<file path="src/verilog/rtc_comp_map.svh">
// Register offsets, field positions, reset values and divider taps of the drift compensator
`ifndef RTC_COMP_MAP_SVH
`define RTC_COMP_MAP_SVH

// ==========================================================================
// Register byte addresses
`define ADR_CTRL1       8'h00
`define ADR_INT_CTRL    8'h04
`define ADR_INT_FLAG    8'h08
`define ADR_TIMER_LO    8'h0C
`define ADR_TIMER_HI    8'h10
`define ADR_THERM_CLK   8'h14
`define ADR_COMP_VALUE  8'h18
`define ADR_STATUS      8'h1C

// ==========================================================================
// Field positions
`define BIT_RUN         1
`define BIT_AUTORELOAD  2
`define BIT_SRC_LO      5
`define BIT_SRC_HI      6
`define BIT_IRQ_EN      1
`define BIT_EVENT_FLAG  1
`define BIT_SCAN_SEL    0
`define BIT_THERM_EN    1
`define BIT_CLKSEL_LO   2
`define BIT_CLKSEL_HI   3

// ==========================================================================
// Reset values
`define RST_BYTE        8'h00
`define RST_WORD        16'h0000
`define RST_CLKSEL      2'h0
`define RST_SRCSEL      2'h0

// ==========================================================================
// Timing: reference ticks per second and per 32 s compensation period
`define REF_HZ          32768
`define COMP_PERIOD_S   32
`define PERIOD_TICKS    (`COMP_PERIOD_S * `REF_HZ)
`define PERIOD_W        20
`define SLOT_W          13
`define SLOT_COUNT      9'h080
`define SCAN_LONG_LAST  4'hF

// ==========================================================================
// Divider taps (bit k falls once every 2^(k+1) corrected ticks)
`define DIV_W           15
`define TAP_1024HZ      4
`define TAP_32HZ        9
`define TAP_1HZ         14
`define TAP_4096HZ      2
`define TAP_8HZ         11

`endif

</file>
<file path="src/verilog/rtc_comp_pkg.sv">
// Types shared by the drift compensator: bus carriers, selects and the state record
package rtc_comp_pkg;

   // ==========================================================================
   // Classic Wishbone request and response
   typedef struct packed {
      logic        cyc;
      logic        stb;
      logic        we;
      logic [7:0]  adr;
      logic [3:0]  sel;
      logic [31:0] dat;
   } wbReq_s;

   typedef struct packed {
      logic        ack;
      logic [31:0] dat;
   } wbRsp_s;

   // ==========================================================================
   // Clock output and countdown source selects
   typedef enum logic [1:0] {CLK_RAW, CLK_1024, CLK_32, CLK_1} clkSel_e;
   typedef enum logic [1:0] {SRC_4096, SRC_8, SRC_1, SRC_32} srcSel_e;

   // ==========================================================================
   // Whole state of the compensator
   typedef struct packed {
      wbRsp_s      rsp;
      logic        refPrev;
      logic [19:0] periodCnt;
      logic [7:0]  acc;
      logic [7:0]  compPending;
      logic [7:0]  compApplied;
      logic [14:0] divCnt;
      logic        countdownRun;
      logic        countdownAutoreload;
      srcSel_e     srcSel;
      logic        countdownIrqEn;
      logic        countdownEventFlag;
      logic [15:0] timerLoad;
      logic [15:0] timerCnt;
      logic        tempScanPeriodSel;
      logic        thermEn;
      clkSel_e     clkOutDivSel;
      logic [3:0]  scanCnt;
      logic        clock_output_pin;
      logic        intN;
      logic        secTick;
      logic        scanReq;
   } state_s;

endpackage

</file>
<file path="src/verilog/rtc_drift_comp.sv">
// Drift compensator: corrected divider chain, clock output, countdown timer and registers
//
// What this block does
// - Latch new correction value each 32 s period
// - Correct the reference at first divider stage
// - Insert pulses to speed, remove to slow
// - Spread pulses evenly, one pulse per step of about 0.95 ppm (1 in 2^20 ticks)
// - Raw 32.768 kHz output stays uncorrected
// - 1024, 32, 1 Hz outputs come after correction
// - Timer and seconds use the corrected chain
// - Single seconds vary; period average is exact
// - Scan bit selects 1 s or 16 s, enable bit runs thermometer
// - Output select reaches compensated 1024 or 1 Hz
// - Source and count writes need run and autoreload both clear
// - Autoreload repeats the countdown, else one shot
// - Source select 01 gives an 8 Hz tick
// - Count in two bytes; 8 Hz, 7 gives 1 Hz
// - Interrupt enable lets expiry reach the pin
// - Interrupt pin active low, falls at event
// - Writing zero to flag releases the pin
`timescale 1ns/10ps
`include "rtc_comp_map.svh"

module rtc_drift_comp
   import rtc_comp_pkg::*;
(
   input  wire logic   core_clk,
   input  wire logic   nrst,
   input  wire logic   refClkIn,
   input  wire wbReq_s wbReq,
   output wbRsp_s      wbRsp,
   output logic        clockOutputPin,
   output logic        intN,
   output logic        secondTick,
   output logic        tempScanReq
);

   state_s      q;
   state_s      d;
   logic        refRise;
   logic        slotEnd;
   logic        periodEnd;
   logic [7:0]  mag;
   logic [8:0]  accSum;
   logic        corrNow;
   logic        insert;
   logic [1:0]  inc;
   logic [15:0] divSum;
   logic [14:0] divFall;
   logic        srcTick;
   logic        timerEvent;
   logic        access;
   logic        wr;
   logic        locked;

   // ==========================================================================
   // Next-state logic
   always_comb begin
      d          = q;
      d.secTick  = 1'b0;
      d.scanReq  = 1'b0;
      timerEvent = 1'b0;

      // Reference edge and 32 s period bookkeeping
      refRise   = refClkIn & ~q.refPrev;
      d.refPrev = refClkIn;
      slotEnd   = refRise && (q.periodCnt[`SLOT_W-1:0] == '1);
      periodEnd = refRise && (q.periodCnt == '1);
      if (refRise) begin
         d.periodCnt = q.periodCnt + 20'h0_0001;
      end

      // Even spread: mag pulses over 128 slots of 8192 ticks
      mag     = q.compApplied[7] ? 8'(-q.compApplied) : q.compApplied;
      accSum  = {1'b0, q.acc} + {1'b0, mag};
      corrNow = slotEnd && (accSum >= `SLOT_COUNT);
      insert  = ~q.compApplied[7];
      if (slotEnd) begin
         d.acc = corrNow ? 8'(accSum - `SLOT_COUNT) : accSum[7:0];
      end
      if (periodEnd) begin
         d.acc         = `RST_BYTE;
         d.compApplied = q.compPending;
      end

      // First divider stage: add two, add none, or add one per reference tick
      if (!refRise) begin
         inc = 2'h0;
      end else if (corrNow) begin
         inc = insert ? 2'h2 : 2'h0;
      end else begin
         inc = 2'h1;
      end
      divSum   = {1'b0, q.divCnt} + {14'h0000, inc};
      d.divCnt = divSum[`DIV_W-1:0];
      divFall  = q.divCnt & ~d.divCnt;
      d.secTick = divSum[`DIV_W];

      // Clock output select
      case (q.clkOutDivSel)
         CLK_RAW:  d.clock_output_pin = refClkIn;
         CLK_1024: d.clock_output_pin = d.divCnt[`TAP_1024HZ];
         CLK_32:   d.clock_output_pin = d.divCnt[`TAP_32HZ];
         default:  d.clock_output_pin = d.divCnt[`TAP_1HZ];
      endcase

      // Temperature scan requests every 1 s or every 16 s
      if (d.secTick && q.thermEn) begin
         if (!q.tempScanPeriodSel) begin
            d.scanReq = 1'b1;
         end else begin
            d.scanCnt = q.scanCnt + 4'h1;
            d.scanReq = (q.scanCnt == `SCAN_LONG_LAST);
         end
      end

      // Countdown source tick from the corrected chain
      case (q.srcSel)
         SRC_4096: srcTick = divFall[`TAP_4096HZ];
         SRC_8:    srcTick = divFall[`TAP_8HZ];
         SRC_1:    srcTick = divFall[`TAP_1HZ];
         default:  srcTick = divFall[`TAP_32HZ];
      endcase

      // Countdown: n+1 source ticks per event
      if (q.countdownRun && srcTick) begin
         if (q.timerCnt == `RST_WORD) begin
            timerEvent = 1'b1;
            if (q.countdownAutoreload) begin
               d.timerCnt = q.timerLoad;
            end else begin
               d.countdownRun = 1'b0;
            end
         end else begin
            d.timerCnt = q.timerCnt - 16'h0001;
         end
      end

      // Wishbone slave: one wait state, ack for one cycle
      access     = wbReq.cyc && wbReq.stb && !q.rsp.ack;
      wr         = access && wbReq.we && wbReq.sel[0];
      locked     = q.countdownRun || q.countdownAutoreload;
      d.rsp.ack  = access;
      d.rsp.dat  = 32'h0000_0000;
      if (wr) begin
         if (wbReq.adr == `ADR_CTRL1) begin
            d.countdownRun        = wbReq.dat[`BIT_RUN];
            d.countdownAutoreload = wbReq.dat[`BIT_AUTORELOAD];
            if (!locked) begin
               d.srcSel = srcSel_e'(wbReq.dat[`BIT_SRC_HI:`BIT_SRC_LO]);
            end
            if (!q.countdownRun && wbReq.dat[`BIT_RUN]) begin
               d.timerCnt = q.timerLoad;
            end
         end else if (wbReq.adr == `ADR_INT_CTRL) begin
            d.countdownIrqEn = wbReq.dat[`BIT_IRQ_EN];
         end else if (wbReq.adr == `ADR_INT_FLAG) begin
            if (!wbReq.dat[`BIT_EVENT_FLAG]) begin
               d.countdownEventFlag = 1'b0;
            end
         end else if (wbReq.adr == `ADR_TIMER_LO) begin
            if (!locked) begin
               d.timerLoad[7:0] = wbReq.dat[7:0];
            end
         end else if (wbReq.adr == `ADR_TIMER_HI) begin
            if (!locked) begin
               d.timerLoad[15:8] = wbReq.dat[7:0];
            end
         end else if (wbReq.adr == `ADR_THERM_CLK) begin
            d.tempScanPeriodSel = wbReq.dat[`BIT_SCAN_SEL];
            d.thermEn           = wbReq.dat[`BIT_THERM_EN];
            d.clkOutDivSel      = clkSel_e'(wbReq.dat[`BIT_CLKSEL_HI:`BIT_CLKSEL_LO]);
         end else if (wbReq.adr == `ADR_COMP_VALUE) begin
            d.compPending = wbReq.dat[7:0];
         end
      end else if (access && !wbReq.we) begin
         if (wbReq.adr == `ADR_CTRL1) begin
            d.rsp.dat[`BIT_RUN]                  = q.countdownRun;
            d.rsp.dat[`BIT_AUTORELOAD]           = q.countdownAutoreload;
            d.rsp.dat[`BIT_SRC_HI:`BIT_SRC_LO]   = q.srcSel;
         end else if (wbReq.adr == `ADR_INT_CTRL) begin
            d.rsp.dat[`BIT_IRQ_EN] = q.countdownIrqEn;
         end else if (wbReq.adr == `ADR_INT_FLAG) begin
            d.rsp.dat[`BIT_EVENT_FLAG] = q.countdownEventFlag;
         end else if (wbReq.adr == `ADR_TIMER_LO) begin
            d.rsp.dat[7:0] = q.timerLoad[7:0];
         end else if (wbReq.adr == `ADR_TIMER_HI) begin
            d.rsp.dat[7:0] = q.timerLoad[15:8];
         end else if (wbReq.adr == `ADR_THERM_CLK) begin
            d.rsp.dat[`BIT_SCAN_SEL]                = q.tempScanPeriodSel;
            d.rsp.dat[`BIT_THERM_EN]                = q.thermEn;
            d.rsp.dat[`BIT_CLKSEL_HI:`BIT_CLKSEL_LO] = q.clkOutDivSel;
         end else if (wbReq.adr == `ADR_COMP_VALUE) begin
            d.rsp.dat[7:0] = q.compPending;
         end else if (wbReq.adr == `ADR_STATUS) begin
            d.rsp.dat = {8'h00, q.compApplied, q.timerCnt};
         end
      end

      // Event sets the flag after any clear, so set wins
      if (timerEvent) begin
         d.countdownEventFlag = 1'b1;
      end
      d.intN = ~(d.countdownEventFlag & d.countdownIrqEn);
   end

   // ==========================================================================
   // State register
   always_ff @(posedge core_clk or negedge nrst) begin
      if (!nrst) begin
         q                     <= '0;
         q.srcSel              <= srcSel_e'(`RST_SRCSEL);
         q.clkOutDivSel        <= clkSel_e'(`RST_CLKSEL);
         q.intN                <= 1'b1;
      end else begin
         q <= d;
      end
   end

   // Outputs straight from the state register
   assign wbRsp          = q.rsp;
   assign clockOutputPin = q.clock_output_pin;
   assign intN           = q.intN;
   assign secondTick     = q.secTick;
   assign tempScanReq    = q.scanReq;
endmodule

</file>
<file path="config.mk">
export PLATFORM = sky130hd
export DESIGN_NAME = rtc_drift_comp
export DESIGN_NICKNAME = d
export VERILOG_FILES = /design/src/verilog/rtc_comp_pkg.sv /design/src/verilog/rtc_drift_comp.sv
export VERILOG_INCLUDE_DIRS = /design/src /design/src/verilog
export SDC_FILE = /design/constraint.sdc
export NUM_CORES = 1
export LEC_CHECK = 0
export BUFFER_PORTS_ARGS = -buffer_cell sky130_fd_sc_hd__buf_2
export CORE_ASPECT_RATIO = 1.5
export CORE_MARGIN = 2
export CORE_UTILIZATION = 47
export CTS_CLUSTER_SIZE = 14
export DETAILED_ROUTE_END_ITERATION = 10
export PLACE_DENSITY_LB_ADDON = 0.08
export SLEW_MARGIN = 0
export SYNTH_ARGS = -nofsm -noshare
export SYNTH_HDL_FRONTEND = slang
export SYNTH_SLANG_ARGS = --single-unit
</file>
<file path="constraint.sdc">
create_clock -name core_clk -period 6.2 [get_ports core_clk]
set_input_delay 0.31 -clock core_clk [delete_from_list [all_inputs] [get_ports core_clk]]
set_output_delay 0.31 -clock core_clk [all_outputs]
set_load 0.05 [all_outputs]
</file>
==> results.sh <==
export IMPL_maxCapViolCount=0
export IMPL_max_freq_mhz=175
export IMPL_grt_pass1_vias=5282
export IMPL_nFillCells=1333
export IMPL_gp_congestion=0.972
export IMPL_rows=54
export IMPL_syn_to_final_growth_pct=11.8
export IMPL_grt_setup_unrepaired="false"
export IMPL_mappedNetlistArea_um2=7040
export IMPL_yosysUniqueCellTypes=73
export IMPL_clock_sinks=135
export IMPL_synth_most_common_cell="dfrtp_1"
export IMPL_die_area_um2=16000
export IMPL_status="completed"
export IMPL_io_buffers=51
export IMPL_cts_made_buffers=17
export IMPL_synth_edf_count=0
export IMPL_grt_ovfl_total=0
export IMPL_p_total_mw=2.11
export IMPL_avgSynthCellArea_um2=10.9
export IMPL_yosysSeqAreaShare_pct=48.0
export IMPL_hp_class="input pin to register"
export IMPL_vdd_drop_max_mv=0.142
export IMPL_dp_hpwl_mm=13.3
export IMPL_cp_start_kind="register"
export IMPL_final_instance_count_excl_fill=886
export IMPL_clk_latency_ns=0.42
export IMPL_route_antenna_remaining_nets=0
export IMPL_worst_slack_ns=0.493
export IMPL_clockBufferDepth=2
export IMPL_finalCriticalPeriod_ns=5.71
export IMPL_totalWireLength_mm=17.6
export IMPL_h_tree_depth=4
export IMPL_die_height_um=154
export IMPL_finClkSkew_ns=0.0105
export IMPL_placed_cells=854
export IMPL_final_layout_size_suffix_gt1_share_pct=21.6
export IMPL_ys_ff_latch=135
export IMPL_worst_path_buf_inv=3
export IMPL_cp_cell_sequence="inv_1, ha_1, nand2_1, nand2_1, xnor2_1, ha_1, or3_1, or4b_2, o311ai_1, a21oi_1, nor2b_1, ha_1, a21oi_1, nor2b_2, nand3_1, inv_1, and3_1, ha_1, mux4_2, nand2_1, buf_4, o41ai_1, o31ai_1, o22a_1"
export IMPL_wl_per_cell_um=19.8
export IMPL_grt_pass1_wl_mm=28.4
export IMPL_final_max_slew_viol_count=0
export IMPL_setup_viol=0
export IMPL_path_common_cell="ha_1"
export IMPL_vias_per_cell=5.73
export IMPL_synth_flop_cell="dfrtp_1"
export IMPL_cp_top_family="simple AND/OR/NAND/NOR gates"
export IMPL_period_share_pct=92.0
export IMPL_power_leakage_nw=3.81
export IMPL_power_density_nw_per_um2=268
export IMPL_drc_errors=0
export IMPL_first_pass_iters=7
export IMPL_netlist_area_leader_share_pct=47.6
export IMPL_cp_data_required_time_ns=6.50
export IMPL_synth_common_cells="dfrtp_1 (134), nand2_1 (41), mux2_2 (40)"
export IMPL_cp_end_kind="register"
export IMPL_yosysTopAreaCell="dfrtp_1"
export IMPL_critPathMaxFanout=13
export IMPL_grt_antenna_before_repair=0
export IMPL_path_clk_slew_ns=0.06
export IMPL_grt_start_max_net_pins=77
export IMPL_crit_arrival_ns=6.01
export IMPL_async_reset_ff_share_pct=100
export IMPL_ys_top_cells_by_area="dfrtp_1 (48%), mux2_2 (6.4%), buf_4 (3.6%), ha_1 (3.4%), xnor2_1 (3.1%)"
export IMPL_initial_core_util_pct=48.2
export IMPL_tightest_slew_ns=0.840
export IMPL_pre_cts_slack_ns=0.412
export IMPL_root_buffer="clkbuf_16"
export IMPL_vias=5081
export IMPL_worst_hold_startpoint="refClkIn"
export IMPL_gr_usage_all_layers_pct=23.0
export IMPL_core_region_area_um2=14600
export IMPL_cp_slowest_cell="or4b_2"
export IMPL_worstSetupStartpoint="q[65]"
export IMPL_tns_ns=0
export IMPL_slew_limit_headroom_pct=43.9
export IMPL_synth_warnings=0
export IMPL_drtIter0Drc=284
export IMPL_cpPeakStageDelay_ns=0.64
export IMPL_critPathKind="register to register"
export IMPL_finalHoldViolations=0
export IMPL_die_x_um=104
export IMPL_r2r_start="q[65]"
export IMPL_cts_setup_buffers=0
export IMPL_diodes=0
export IMPL_syn_inst=648
export IMPL_ioPinCount=87
export IMPL_cts_tree="done"
export IMPL_layout_nets=749
stage by stage:
stage | utilization (%) | area (µm²) | hold WS, ns
after floorplan | - | 7070 | 0.0144
after global placement | 49.8 | 7270 | 0.387
after detailed placement | 49.8 | 7270 | 0.398
after CTS | 53.9 | 7870 | 0.0756
after global routing | 53.9 | 7870 | 0.0682
final | 53.9 | 7870 | 0.0895
repair_timing:
action                                 in CTS  in global routing
resized for setup                           0                  1
hold buffers                                1                  0
endpoints found under the hold margin      74                  0
setup endpoints to repair                   0                  5
cell families (layout without fill, tap and decap cells):
kind of cell    count (synthesis)  in the layout  share of synthesized area [%]
compound gates                 97             97                           9.77
other cells                     1              8                         0.0533
fa+ha+maj                      21             21                           3.95
buf+inv                        72            107                           5.86
mux                            55             55                           9.63
xor+xnor                       40             40                           4.98
flops                         135            135                           48.0
simple gates                  227            227                           17.8
report_power, final:
group | total, mW | internal [mW] | switching, mW
clock | 1.01 | 0.631 | 0.375
sequential | 0.964 | 0.923 | 0.0414
combinational | 0.139 | 0.0516 | 0.0875
final cells by class:
| type | instances | area (µm²) | area share (%) |
|---|---|---|---|
| Clock buffer | 20 | 437 | 5.55 |
| Clock inverter | 11 | 149 | 1.89 |
| Timing Repair Buffer | 58 | 317 | 4.02 |
| Tap cell | 196 | 245 | 3.12 |
| Sequential cell | 135 | 3380 | 42.9 |
| Multi-Input combinational cell | 448 | 3280 | 41.6 |
| Inverter | 18 | 67.6 | 0.858 |
per-layer routing:
layer / part of all wire, % / GRT usage (%) / up-vias
li1: - / - / 2380
met1: 39 / 25.2 / 2554
met2: 56 / 43.4 / 108
met3: 2.9 / 4.15 / 39
met4: 2.7 / 9.65 / 0
met5: 0 / 0 / -
cells in the final DEF, fill, tap and decap left out, drive strengths merged, types with 15 or more instances in the layout:
cell	instances
inv	20
nand4	15
xnor2	25
buf	57
and2	16
o21ai	23
nor2	31
clkbuf	20
mux2	43
nor3	23
xor2	15
dfrtp	134
nand3	27
ha	19
nand2	42
flip-flops by register name, summed over array words and instances, names as in the netlist:
signal / count
wbRsp: 25
q: 106
tempScanReq: 1
clockOutputPin: 1
intN: 1
secondTick: 1
path summary, 6_finish.rpt:
kind / endpoint / slack [ns] / cells after the start
min in group asynchronous: secondTick / 0.49 / 2
max in group asynchronous: q[47] / 4.49 / 3
max: q[27] / 0.49 / 24
max reg2reg: q[27] / 0.49 / 24
min: q[109] / 0.09 / 1
min reg2reg: q[106] / 0.46 / 1
No activity file was read; power rests on OpenSTA's default activity.
